File: config.mk
export PLATFORM = sky130hd
export DESIGN_NAME = csh_status_handshake
export DESIGN_NICKNAME = d
export VERILOG_FILES = /design/src/design/csh_pkg.sv /design/src/design/csh_status_handshake.sv
export VERILOG_INCLUDE_DIRS = /design/src /design/src/design
export SDC_FILE = /design/constraint.sdc
export NUM_CORES = 1
export LEC_CHECK = 0
export ABC_AREA = 1
export BUFFER_PORTS_ARGS = -buffer_cell sky130_fd_sc_hd__buf_2
export CORE_MARGIN = 5
export CORE_UTILIZATION = 60
export DETAILED_ROUTE_END_ITERATION = 16
export GPL_TIMING_DRIVEN = 0
export PLACE_DENSITY = 0.81
export SYNTH_ARGS = -nofsm -noshare
export SYNTH_HDL_FRONTEND = slang
export SYNTH_SLANG_ARGS = --single-unit
export TNS_END_PERCENT = 30
File: constraint.sdc
create_clock -name clk -period 1.8 [get_ports clk]
set_input_delay 0 -clock clk [delete_from_list [all_inputs] [get_ports clk]]
set_output_delay 0 -clock clk [all_outputs]
set_load 0.005 [all_outputs]
File: src/design/csh_cfg.svh
`ifndef CSH_CFG_SVH
`define CSH_CFG_SVH
// Power-on reset interval in microseconds and its cycle count at 250 MHz
`define CSH_POR_TIME_US 100
`define CSH_CLK_MHZ 250
`define CSH_POR_CYCLES (`CSH_POR_TIME_US * `CSH_CLK_MHZ)
`define CSH_CNT_W 24
// Initialization cycle length in clocks
`define CSH_INIT_CYCLES 24'h000010
`endif

File: src/design/csh_pkg.sv
package csh_pkg;
    typedef enum logic [2:0] {
        CSH_POR = 3'b000,
        CSH_IDLE = 3'b001,
        CSH_LOAD = 3'b010,
        CSH_WAIT_DONE = 3'b011,
        CSH_INIT = 3'b100,
        CSH_USER = 3'b101,
        CSH_ERROR = 3'b110,
        CSH_CLEARED = 3'b111
    } csh_state_t;
endpackage

File: src/design/csh_status_handshake.sv
// How it works
// - Status held low until power-on interval ends
// - Configuration error pulls status line low
// - External low status during load means error
// - User mode ignores status line transitions
// - Complete line low until configuration finished
// - Release complete line when the data load is done, before initialization begins
// - Complete line high starts init, user mode
// - Configured device ignores low complete line
// - Rising released status starts configuration attempt
// - Request low in user mode resets device
`timescale 1ns/100ps
`include "csh_cfg.svh"
module csh_status_handshake #(
    parameter logic [23:0] POR_CYCLES = 24'(`CSH_POR_CYCLES)
) (
    // Clock and reset
    input wire logic clk,
    input wire logic rst,
    // Configuration request pin, active low
    input wire logic cfgRequest_n,
    // Status line, open drain
    input wire logic statusLineIn,
    output logic statusLineOut,
    output logic statusLineOe,
    // Load complete line, open drain
    input wire logic loadCompleteLineIn,
    output logic loadCompleteLineOut,
    output logic loadCompleteLineOe,
    // Data loader events
    input wire logic loadDone,
    input wire logic loadError,
    // Device state
    output logic userMode,
    output logic errorFlag
);
    csh_pkg::csh_state_t state_reg;
    csh_pkg::csh_state_t state_next;
    logic [23:0] count_reg;
    logic [23:0] count_next;
    logic reqMeta_reg, reqSync_reg;
    logic statMeta_reg, statSync_reg, statPrev_reg;
    logic doneMeta_reg, doneSync_reg;

    // Pins come from outside the clock domain
    always_ff @(posedge clk or posedge rst) begin
        if (rst) begin
            reqMeta_reg <= 1'b0;
            reqSync_reg <= 1'b0;
            statMeta_reg <= 1'b0;
            statSync_reg <= 1'b0;
            statPrev_reg <= 1'b0;
            doneMeta_reg <= 1'b0;
            doneSync_reg <= 1'b0;
        end else begin
            reqMeta_reg <= cfgRequest_n;
            reqSync_reg <= reqMeta_reg;
            statMeta_reg <= statusLineIn;
            statSync_reg <= statMeta_reg;
            statPrev_reg <= statSync_reg;
            doneMeta_reg <= loadCompleteLineIn;
            doneSync_reg <= doneMeta_reg;
        end
    end

    wire statRise = statSync_reg & ~statPrev_reg;

    always_comb begin
        state_next = state_reg;
        count_next = count_reg;
        case (state_reg)
            csh_pkg::CSH_POR: begin
                if (count_reg >= POR_CYCLES - 24'h000001) begin
                    state_next = csh_pkg::CSH_IDLE;
                    count_next = 24'h000000;
                end else begin
                    count_next = count_reg + 24'h000001;
                end
            end
            csh_pkg::CSH_IDLE: begin
                // Released status rising with request high starts loading
                if (!reqSync_reg) begin
                    state_next = csh_pkg::CSH_CLEARED;
                end else if (statRise) begin
                    state_next = csh_pkg::CSH_LOAD;
                end
            end
            csh_pkg::CSH_LOAD: begin
                if (!reqSync_reg) begin
                    state_next = csh_pkg::CSH_CLEARED;
                end else if (loadError || !statSync_reg) begin
                    state_next = csh_pkg::CSH_ERROR;
                end else if (loadDone) begin
                    state_next = csh_pkg::CSH_WAIT_DONE;
                end
            end
            csh_pkg::CSH_WAIT_DONE: begin
                if (!reqSync_reg) begin
                    state_next = csh_pkg::CSH_CLEARED;
                end else if (!statSync_reg) begin
                    state_next = csh_pkg::CSH_ERROR;
                end else if (doneSync_reg) begin
                    state_next = csh_pkg::CSH_INIT;
                    count_next = 24'h000000;
                end
            end
            csh_pkg::CSH_INIT: begin
                if (!reqSync_reg) begin
                    state_next = csh_pkg::CSH_CLEARED;
                end else if (!statSync_reg) begin
                    state_next = csh_pkg::CSH_ERROR;
                end else if (count_reg >= `CSH_INIT_CYCLES - 24'h000001) begin
                    state_next = csh_pkg::CSH_USER;
                end else begin
                    count_next = count_reg + 24'h000001;
                end
            end
            csh_pkg::CSH_USER: begin
                // Status and complete lines are not looked at here
                if (!reqSync_reg) begin
                    state_next = csh_pkg::CSH_CLEARED;
                end
            end
            csh_pkg::CSH_ERROR: begin
                // Only a request pulse recovers; status stays low
                if (!reqSync_reg) begin
                    state_next = csh_pkg::CSH_CLEARED;
                end
            end
            csh_pkg::CSH_CLEARED: begin
                // Going through IDLE lets the status line settle high first;
                // loading straight away would read the stale low level as an error
                if (reqSync_reg) begin
                    state_next = csh_pkg::CSH_IDLE;
                end
            end
            default: begin
                state_next = csh_pkg::CSH_POR;
            end
        endcase
    end

    always_ff @(posedge clk or posedge rst) begin
        if (rst) begin
            state_reg <= csh_pkg::CSH_POR;
            count_reg <= 24'h000000;
        end else begin
            state_reg <= state_next;
            count_reg <= count_next;
        end
    end

    // Output value is always low; only the enable moves
    always_ff @(posedge clk or posedge rst) begin
        if (rst) begin
            statusLineOut <= 1'b0;
            statusLineOe <= 1'b1;
            loadCompleteLineOut <= 1'b0;
            loadCompleteLineOe <= 1'b1;
            userMode <= 1'b0;
            errorFlag <= 1'b0;
        end else begin
            statusLineOut <= 1'b0;
            loadCompleteLineOut <= 1'b0;
            statusLineOe <= (state_next == csh_pkg::CSH_POR) || (state_next == csh_pkg::CSH_ERROR)
                || (state_next == csh_pkg::CSH_CLEARED);
            loadCompleteLineOe <= (state_next != csh_pkg::CSH_WAIT_DONE) && (state_next != csh_pkg::CSH_INIT)
                && (state_next != csh_pkg::CSH_USER);
            userMode <= (state_next == csh_pkg::CSH_USER);
            errorFlag <= (state_next == csh_pkg::CSH_ERROR);
        end
    end

    status_por_a: assert property (@(posedge clk) disable iff (rst)
        (state_reg == csh_pkg::CSH_POR) |-> statusLineOe)
        else $error("status released during power-on interval");
    idle_release_a: assert property (@(posedge clk) disable iff (rst)
        (state_reg == csh_pkg::CSH_IDLE) |-> !statusLineOe)
        else $error("status still pulled after power-on interval");
    error_pull_a: assert property (@(posedge clk) disable iff (rst)
        (state_reg == csh_pkg::CSH_LOAD && reqSync_reg && loadError) |=> statusLineOe && errorFlag)
        else $error("load error did not pull status low");
    ext_error_a: assert property (@(posedge clk) disable iff (rst)
        (state_reg == csh_pkg::CSH_INIT && reqSync_reg && !statSync_reg) |=> errorFlag)
        else $error("external status low not taken as error");
    wait_error_a: assert property (@(posedge clk) disable iff (rst)
        (state_reg == csh_pkg::CSH_WAIT_DONE && reqSync_reg && !statSync_reg) |=> errorFlag)
        else $error("external status low missed while waiting");
    user_ignore_a: assert property (@(posedge clk) disable iff (rst)
        (state_reg == csh_pkg::CSH_USER && reqSync_reg) |=> userMode)
        else $error("user mode left without request");
    done_low_a: assert property (@(posedge clk) disable iff (rst)
        (state_reg == csh_pkg::CSH_LOAD) |-> loadCompleteLineOe)
        else $error("complete line released during load");
    done_release_a: assert property (@(posedge clk) disable iff (rst)
        (state_reg == csh_pkg::CSH_LOAD && reqSync_reg && statSync_reg && !loadError && loadDone)
        |=> !loadCompleteLineOe)
        else $error("complete line not released after load");
    init_time_a: assert property (@(posedge clk) disable iff (rst)
        $rose(state_reg == csh_pkg::CSH_INIT) |-> ##[1:16] (state_reg != csh_pkg::CSH_INIT))
        else $error("initialization overran its length");
    init_user_a: assert property (@(posedge clk) disable iff (rst)
        (state_reg == csh_pkg::CSH_INIT && reqSync_reg && statSync_reg
        && count_reg == `CSH_INIT_CYCLES - 24'h000001) |=> userMode)
        else $error("initialization end did not enter user mode");
    start_load_a: assert property (@(posedge clk) disable iff (rst)
        (state_reg == csh_pkg::CSH_IDLE && reqSync_reg && statRise) |=> state_reg == csh_pkg::CSH_LOAD)
        else $error("status rise did not start loading");
    request_reset_a: assert property (@(posedge clk) disable iff (rst)
        (userMode && !reqSync_reg) |=> !userMode ##0 statusLineOe)
        else $error("request low did not clear user mode");
    clear_hold_a: assert property (@(posedge clk) disable iff (rst)
        (state_reg == csh_pkg::CSH_CLEARED) |-> statusLineOe && loadCompleteLineOe)
        else $error("lines not held low while cleared");

    // Open-drain pins may never drive a high level
    line_low_a: assert property (@(posedge clk) disable iff (rst)
        !statusLineOut && !loadCompleteLineOut)
        else $error("shared line driven high");
endmodule

==> results of run 1 <==
worst max-delay path: cells and delay by family, from the launching register on:
family / cells / cell delay [ps]
compound gates: 1 / 190
fa+ha+maj: 1 / 210
buf+inv: 2 / 250
flops: 1 / 400
simple gates: 7 / 580
area by class of cell:
cell class | instances | area, um^2
multi-input combinational | 238 | 1060
fill | 303 | 1050
sequential | 38 | 953
inverter | 45 | 174
timing repair buffer | 21 | 160
buffer | 12 | 106
clock buffer | 5 | 68.8
tap | 48 | 60.1
clock inverter | 3 | 21.3
through the flow:
| step | util, % | setup TNS (ps) | cell area, um^2 | std cells | setup slack (ps) |
|---|---|---|---|---|---|
| after floorplan | - | 0 | 2270 | 333 | 158 |
| after global placement | 65.1 | -254 | 2380 | 391 | -31.5 |
| after detailed placement | 65.1 | -833 | 2380 | 391 | -81.3 |
| after CTS | 68.9 | 0 | 2520 | 403 | 42.9 |
| after global routing | 71.2 | -3.47 | 2610 | 410 | -3.29 |
| final | 71.2 | 0 | 2610 | 410 | 111 |
synth_stat cells:
cell	count
a21oi_1	6
a22oi_1	1
buf_1	1
buf_2	5
buf_4	2
buf_6	4
clkinv_1	1
clkinv_4	1
conb_1	1
dfrtp_1	36
dfstp_2	2
ha_1	1
inv_1	40
inv_2	3
nand2_1	128
nand2_2	2
nand2_4	1
nand3_1	31
nand3_2	1
nand4_1	9
nor2_1	41
nor2_2	1
nor2_4	2
nor3_1	2
o21ai_0	1
o21ai_1	1
o21ai_2	1
xor2_1	7
kinds of logic after synthesis:
logic type               synth area share (%)
AO/OA/AOI/OAI                            2.48
flip-flops                               42.0
XOR/XNOR                                 2.70
other                                   0.165
AND/OR/NAND/NOR                          40.5
adder cells (fa/ha/maj)                 0.551
buffers and inverters                    11.6
power groups by stage:
stage | clock network, mW | logic (mW) | registers (mW)
2_1_floorplan | 0 | 0.621 | 1.06
3_3_place_gp | 0 | 0.817 | 1.07
3_5_place_dp | 0 | 0.845 | 1.07
4_1_cts | 0.594 | 0.863 | 1.06
5_1_grt | 0.643 | 1.08 | 1.07
6_report | 0.587 | 0.975 | 1.05
path summary, 6_finish.rpt:
path | from | end | slack [ps]
min in group asynchronous | rst | count_reg[5] | 410
max reg2reg | count_reg[0] | count_reg[0] | 110
min | loadError | state_reg[2] | 180
max in group asynchronous | rst | count_reg[19] | 910
max | count_reg[0] | count_reg[0] | 110
min reg2reg | statMeta_reg | statSync_reg | 350
routing by layer:
metal | up-vias | track usage [%] | part of all wire, %
met4 | 0 | 7.10 | 0.56
met1 | 922 | 25.3 | 43
met3 | 3 | 4.77 | 4.6
met5 | - | 0 | 0
li1 | 1068 | - | -
met2 | 56 | 36.4 | 52
what timing repair did:
action	in CTS	in global routing
cloned	0	1
hold buffers	4	0
hold endpoints to repair	39	0
pin swaps	0	3
buffers inserted	0	6
endpoints found under the setup margin	21	22
gates resized for setup	4	6
cells in the final DEF, fill, tap and decap left out, types with 3 or more instances in the layout:
cell type / instances
dfrtp_1: 36
inv_2: 4
xor2_1: 7
buf_6: 3
clkbuf_8: 5
inv_1: 39
dlygate4sd3_1: 4
buf_2: 13
a21oi_1: 6
buf_4: 9
nand2_2: 3
nand4_1: 9
nor2_1: 40
nand3_1: 31
nand2_1: 127
==> impl_metrics.toml, run 1 <==
[pwr]
p_per_area_nw_per_um2 = 1000
seq_power_share_pct = 40.2
switchingPower_mw = 0.997
leakage_nw = 1.47
comb_power_share_pct = 37.3
intPower_mw = 1.62
swShare_pct = 38.2
finalPower_mw = 2.61
power_frac_clock_pct = 22.5
ir_drop_v = 0.000739

[synthesis]
ys_seq_area_share_pct = 42.0
syn_avg_cell_area_um2 = 6.83
ys_types = 28
synth_seq_cells = 38
synth_top_cell_by_area = "dfrtp_1"
netlist.area_leader.share_pct = 39.7
netlist_area_um2 = 2270
synth_cells = 332
synth_area_leaders = "dfrtp_1, nand2_1, nand3_1"
yosysWarnings = 0

[drt]
antenna_left = 0
wl_per_cell_um = 11.8
firstDrtPassIters = 4
drt_iter0_markers = 199
wl_um = 4820
vias_per_cell = 5.00
drc = 0
vias = 2049

[cts]
cts_root_buffer = "clkbuf_8"
cts_buffer_depth = 2
htree_num_levels = 2
tritoncts = "done"
path_clk_slew_ps = 80
cts_buffers = 5
clock_sinks = 38
worstSkewPairLatency_ps = 290

[global_routing]
grt_remaining_overflow = 0
grt_usage_pct = 20.9
grt_max_degree = 39
antenna_found_initial = 0
grt_pass1_vias = 1972
grt_pass1_wl_um = 8510

[placed_design]
gp_congestion = 0.911
hpwlAfterDp_um = 3240
portBuffers = 10

[finish]
fin_nets = 369
syn2layout_area_growth_pct = 14.9
largest_register_ffs = 24
antenna_cells = 0
drive_gt1_share_pct = 15.2

[timing]
holdWs_ps = 183
fin_crit_sh_pct = 93.8
tightest_slew_ps = 767
hold_viol = 0
clock_skew_ps = 7.19
fmax_mhz = 592
period_minus_slack_ps = 1690
setup_viol = 0
slew_violations = 0
slew_headroom_pct = 48.8

[worst_setup_path]
cp_max_fo = 7
crit_required_ps = 2030
crit_path_max_incr_delay_ps = 400
critPathSlowestCell = "dfrtp_1"
path_class = "reg2reg"
path_common_cell = "nand2_1"
start_kind = "flip-flop"
crit_path_end_kind = "flip-flop"
rr_worst_depth = 11
crit_chain = "ha_2 -> nand2_2 -> nor2_4 -> nor2_2 -> nand3_2 -> o21ai_2 -> nand2_4 -> clkinv_4 -> clkbuf_16 -> nand2_1 -> nand2_1"
cp.arrival_ps = 1920

[floorplan]
placementRows = 22
io_pins = 13
initial_core_util_pct = 62.0
chipWidth_um = 71.5
coreArea_um2 = 3660
die_h_um = 71.5
die_area_um2 = 5110

[min_path]
hold_path_depth = 5
hold_class = "in2reg"

[status]
status = "completed"

[flow_run]
drv_cap = 0
(Power assumes the default switching activity.)
==> run 2, diff against run 1 <==
Settings changed: CORE_UTILIZATION 60 to 30, PLACE_DENSITY 0.81 to 0.47.
==> run 2 against run 1 <==
Net effect: power increased by 15%; combinational power increased by 6%; non-clock buffer count increased by 2; sequential share of layout area decreased by 2.0 points; sequential cell count unchanged; sequential power about the same; count of clock-buffer cells in the layout increased by 1; critical path depth unchanged; worst hold slack improved by 10 ps; setup slack improved by 9.1 ps; die area increased by 84%; register-to-register slack about the same; highest routed layer unchanged.
==> impl_metrics.toml, run 2 (synthesis gave the netlist of run 1 again) <==
[drt]
drt_iter0_markers = 104
firstDrtPassIters = 5
drc = 0
wl_um = 5310
vias = 1978
antenna_left = 0
vias_per_cell = 4.27
wl_per_cell_um = 11.5

[cts]
path_clk_slew_ps = 90
cts_buffer_depth = 2
cts_root_buffer = "clkbuf_8"
tritoncts = "done"
cts_buffers = 5
htree_num_levels = 2
clock_sinks = 38
worstSkewPairLatency_ps = 290

[finish]
syn2layout_area_growth_pct = 21.7
antenna_cells = 0
instances_no_fill = 463
final_util_pct = 37.9
drive_gt1_share_pct = 15.7
largest_register_ffs = 24
nFillCells = 812
final_common_cell = "nand2_1"
fin_nets = 371
regArea_um2 = 953
final_cell_mix = "nand2_1, nor2_1, inv_1"
multi_input_area_um2 = 1070

[floorplan]
io_pins = 13
die_h_um = 97.0
initial_core_util_pct = 31.1
die_area_um2 = 9400
coreArea_um2 = 7290
chipWidth_um = 97.0
placementRows = 31

[placed_design]
gp_congestion = 0.791
pre_cts_ws_ps = -110
dpl.cell_count = 442
hpwlAfterDp_um = 3480
portBuffers = 10

[global_routing]
grt_usage_pct = 11.7
grt_remaining_overflow = 0
use_met1_pct = 15.6
grt_pass1_wl_um = 9180
antenna_found_initial = 0
grt_use_met3_pct = 2.37
grt_pass1_vias = 1964
met2_usage_pct = 19.6
top_usage_layer = "met2"
grt_max_degree = 39

[worst_setup_path]
rr_worst_depth = 11
path_class = "reg2reg"
crit_required_ps = 2040
cp.arrival_ps = 1910
start_kind = "flip-flop"
crit_path_end_kind = "flip-flop"
cp_max_fo = 6

[pwr]
p_per_area_nw_per_um2 = 1090
ir_drop_v = 0.000666
finalPower_mw = 3.01
leakage_nw = 1.51

[timing]
rsz0062_at_grt = "no"
slew_headroom_pct = 45.8
period_minus_slack_ps = 1680
fin_crit_sh_pct = 93.3
slew_violations = 0
holdWs_ps = 193
worst_slack_ps = 120
fmax_mhz = 595
setup_viol = 0
tightest_slew_ps = 812
clock_skew_ps = 15.2
hold_viol = 0

[min_path]
hold_path_depth = 5
hold_class = "in2reg"

[status]
status = "completed"

[flow_run]
drv_cap = 0
[run 2: routing by layer]
| metal | vias to the layer above | part of all wire, % |
|---|---|---|
| met5 | - | 0 |
| met4 | 0 | 0.55 |
| met3 | 2 | 2.9 |
| met2 | 23 | 45 |
| met1 | 881 | 51 |
| li1 | 1072 | - |
[run 2: per-stage QoR]
stage                     TNS (ps)  cell area [um^2]
after floorplan                  0              2270
after global placement       -1080              2450
after detailed placement     -1250              2450
after CTS                        0              2650
after global routing             0              2760
final                            0              2760
[run 2: worst paths after layout]
path                               from      endpoint  slack [ps]
max                        count_reg[1]  count_reg[0]         120
min                           loadError  state_reg[2]         190
max reg2reg                count_reg[1]  count_reg[0]         120
min reg2reg                 reqMeta_reg   reqSync_reg         350
max in group asynchronous           rst  statPrev_reg         870
min in group asynchronous           rst  count_reg[5]         410
[run 2: power by group]
group	internal [mW]	switching (mW)	total [mW]
Clock	0.592	0.332	0.924
Sequential	0.975	0.0808	1.06
Combinational	0.403	0.631	1.03
[run 2: worst max-delay path, cell delays in order, from the launching register on]
cell       delay, ps
dfrtp_1          430
ha_4             190
nand2_2           90
nor2_4            60
nor2_2           110
nand3_2          110
o21ai_2          170
nand2_4          120
inv_8            100
clkbuf_16        140
nand2_1           60
nand2_1           50
[run 2: timing repair]
item	in CTS	in global routing
endpoints found under the hold margin	39	0
gates cloned	0	1
hold buffers	4	0
setup endpoints to repair	21	21
resized for setup	5	9
pin swaps	1	2
buffers inserted	1	7
[run 2: area by class of cell]
class                           count  area share [%]
Buffer                             12            4.12
Clock buffer                        6            2.99
Clock inverter                      2            2.17
Inverter                           45            6.48
Multi-Input combinational cell    238            38.9
Sequential cell                    38            34.5
Tap cell                           99            4.49
Timing Repair Buffer               23            6.34
==> run 3, diff against run 2 <==
Settings changed: CORE_ASPECT_RATIO set to 1.75, CORE_MARGIN 5 to 2.
==> run 3 against run 2 <==
Net effect: count of clock-buffer cells in the layout is 1 lower; combinational power shrank 6%; via count grew 1.6%; cell count is 3.0% lower; sequential cell count unchanged; critical path depth stayed put; wire length up 1.8%; non-clock buffer count fell by 3; clock power rose by 10%; die area shrank 12%; critical path type unchanged; critical endpoint is now count_reg[13]; largest cell class unchanged; highest routed layer unchanged.
==> impl_metrics.toml, run 3 (synthesis gave the netlist of run 1 again) <==
[status]
status = "completed"

[worst_setup_path]
critPathBufInv = 2
crit_family = "simple AND/OR/NAND/NOR gates"
crit_chain = "ha_4 -> nand2_2 -> nor2_4 -> nor2_2 -> nand3_2 -> o21ai_2 -> nand2_4 -> clkinv_4 -> buf_8 -> nand2_1 -> nand2_1"
crit_path_max_incr_delay_ps = 440
cp_max_fo = 10
crit_required_ps = 2030
path_common_cell = "nand2_1"
path_class = "reg2reg"
critPathLaunch = "count_reg[0]"
rr_endpoint = "count_reg[13]"
cp.arrival_ps = 1920
r2r_start = "count_reg[0]"
rr_worst_depth = 11
crit_path_end_kind = "flip-flop"
start_kind = "flip-flop"
ff2ff_setup_slack_ps = 110
critPathSlowestCell = "dfrtp_1"

[floorplan]
initial_core_util_pct = 30.4
placementRows = 42
die_h_um = 119
coreArea_um2 = 7460
chipWidth_um = 69.7
die_area_um2 = 8300
io_pins = 13

[global_routing]
grt_remaining_overflow = 0
grt_usage_pct = 14.1
grt_pass1_vias = 1845
antenna_found_initial = 0
grt_max_degree = 39
grt_pass1_wl_um = 8820
use_met1_pct = 14.4
grt_use_met3_pct = 2.28
met2_usage_pct = 26.7
top_usage_layer = "met2"

[pwr]
comb_power_share_pct = 31.6
switchingPower_mw = 1.07
intPower_mw = 1.98
seq_power_share_pct = 34.9
swShare_pct = 35.2
p_per_area_nw_per_um2 = 1120
leakage_nw = 1.49
ir_drop_v = 0.000768
power_frac_clock_pct = 33.5

[drt]
antenna_left = 0
drc = 0
drt_iter0_markers = 98
wl_per_cell_um = 12.0
vias = 2009
vias_per_cell = 4.47
firstDrtPassIters = 5
wl_um = 5410

[timing]
tightest_slew_ps = 827
setup_viol = 0
setup_tns_ps = 0
period_minus_slack_ps = 1690
slew_headroom_pct = 44.8
clock_skew_ps = 4.91
fin_crit_sh_pct = 94.0
fmax_mhz = 591
hold_viol = 0
holdWs_ps = 223
worst_slack_ps = 108
slew_violations = 0

[cts]
tritoncts = "done"
htree_num_levels = 2
cts_buffers = 5
cts_root_buffer = "clkbuf_16"
cts_buffer_depth = 2
worstSkewPairLatency_ps = 290
path_clk_slew_ps = 60
clock_sinks = 38

[placed_design]
gp_congestion = 0.838
pre_cts_ws_ps = -111
portBuffers = 10
hpwlAfterDp_um = 3880
dpl.cell_count = 431

[finish]
final_cell_mix = "nand2_1, nor2_1, inv_1"
nFillCells = 812
syn2layout_area_growth_pct = 20.4
largest_register_ffs = 24
final_common_cell = "nand2_1"
antenna_cells = 0
fin_nets = 368
instances_no_fill = 449
drive_gt1_share_pct = 15.2
final_util_pct = 36.6

[min_path]
hold_path_depth = 5
min_from = "loadError"
hold_class = "in2reg"
hold_end = "state_reg[2]"

[flow_run]
drv_cap = 0
run 3: cell count changes in the layout (fill, tap and decap cells not counted), moves of 2 or more:
| cell | previous run | this run |
|---|---|---|
| clkinvlp_4 | 0 | 2 |
| clkbuf_8 | 6 | 0 |
| clkbuf_16 | 1 | 5 |
| buf_4 | 10 | 8 |
run 3: how the worst max path moves through the flow:
stage | slack (ps) | to | depth (start not counted)
2_1_floorplan | 160 | count_reg[9] | 10
3_3_place_gp | -120 | count_reg[9] | 13
3_5_place_dp | -110 | count_reg[9] | 13
4_1_cts | 7 | count_reg[10] | 10
5_1_grt | -6 | count_reg[5] | 11
6_report | 110 | count_reg[13] | 11
run 3: what timing repair did:
action / in CTS / in global routing
endpoints found under the hold margin: 39 / 0
hold buffers: 4 / 0
gates resized for setup: 4 / 9
pin swaps: 0 / 3
buffers inserted: 0 / 6
setup endpoints to repair: 21 / 21
run 3: final cells by class:
class,count,area (um^2),share of cell area [%]
Sequential cell,38,953,34.9
Multi-Input combinational cell,238,1080,39.4
Tap cell,88,110,4.03
Clock inverter,3,45.0,1.65
Timing Repair Buffer,20,135,4.95
Inverter,45,176,6.46
Clock buffer,5,125,4.58
Buffer,12,110,4.03
run 3: worst register-to-register path, cell delays in order (launching register included):
cell and delay, ps:
dfrtp_1 440, ha_4 200, nand2_2 100, nor2_4 50, nor2_2 110, nand3_2 100, o21ai_2 190, nand2_4 100
clkinv_4 90, buf_8 140, nand2_1 60, nand2_1 50
run 3: metal layers:
| layer | part of all wire (%) | routed length, um | up-vias |
|---|---|---|---|
| li1 | - | - | 1064 |
| met1 | 40 | 2140 | 904 |
| met2 | 55 | 2980 | 34 |
| met3 | 2.8 | 154 | 7 |
| met4 | 2.5 | 134 | 0 |
| met5 | 0 | 0 | - |
run 3: power groups by stage:
stage | registers (mW) | clock network (mW) | logic (mW)
floorplan | 1.06 | 0 | 0.621
global placement | 1.07 | 0 | 0.887
detailed placement | 1.07 | 0 | 0.885
CTS | 1.06 | 1.06 | 0.903
global route | 1.08 | 1.09 | 1.08
finish | 1.07 | 1.02 | 0.965
run 3: stage by stage:
step,instance area (um^2),power [mW]
finish,2730,3.06
global route,2730,3.24
CTS,2650,3.02
detailed placement,2430,1.95
global placement,2430,1.96
floorplan,2270,1.68
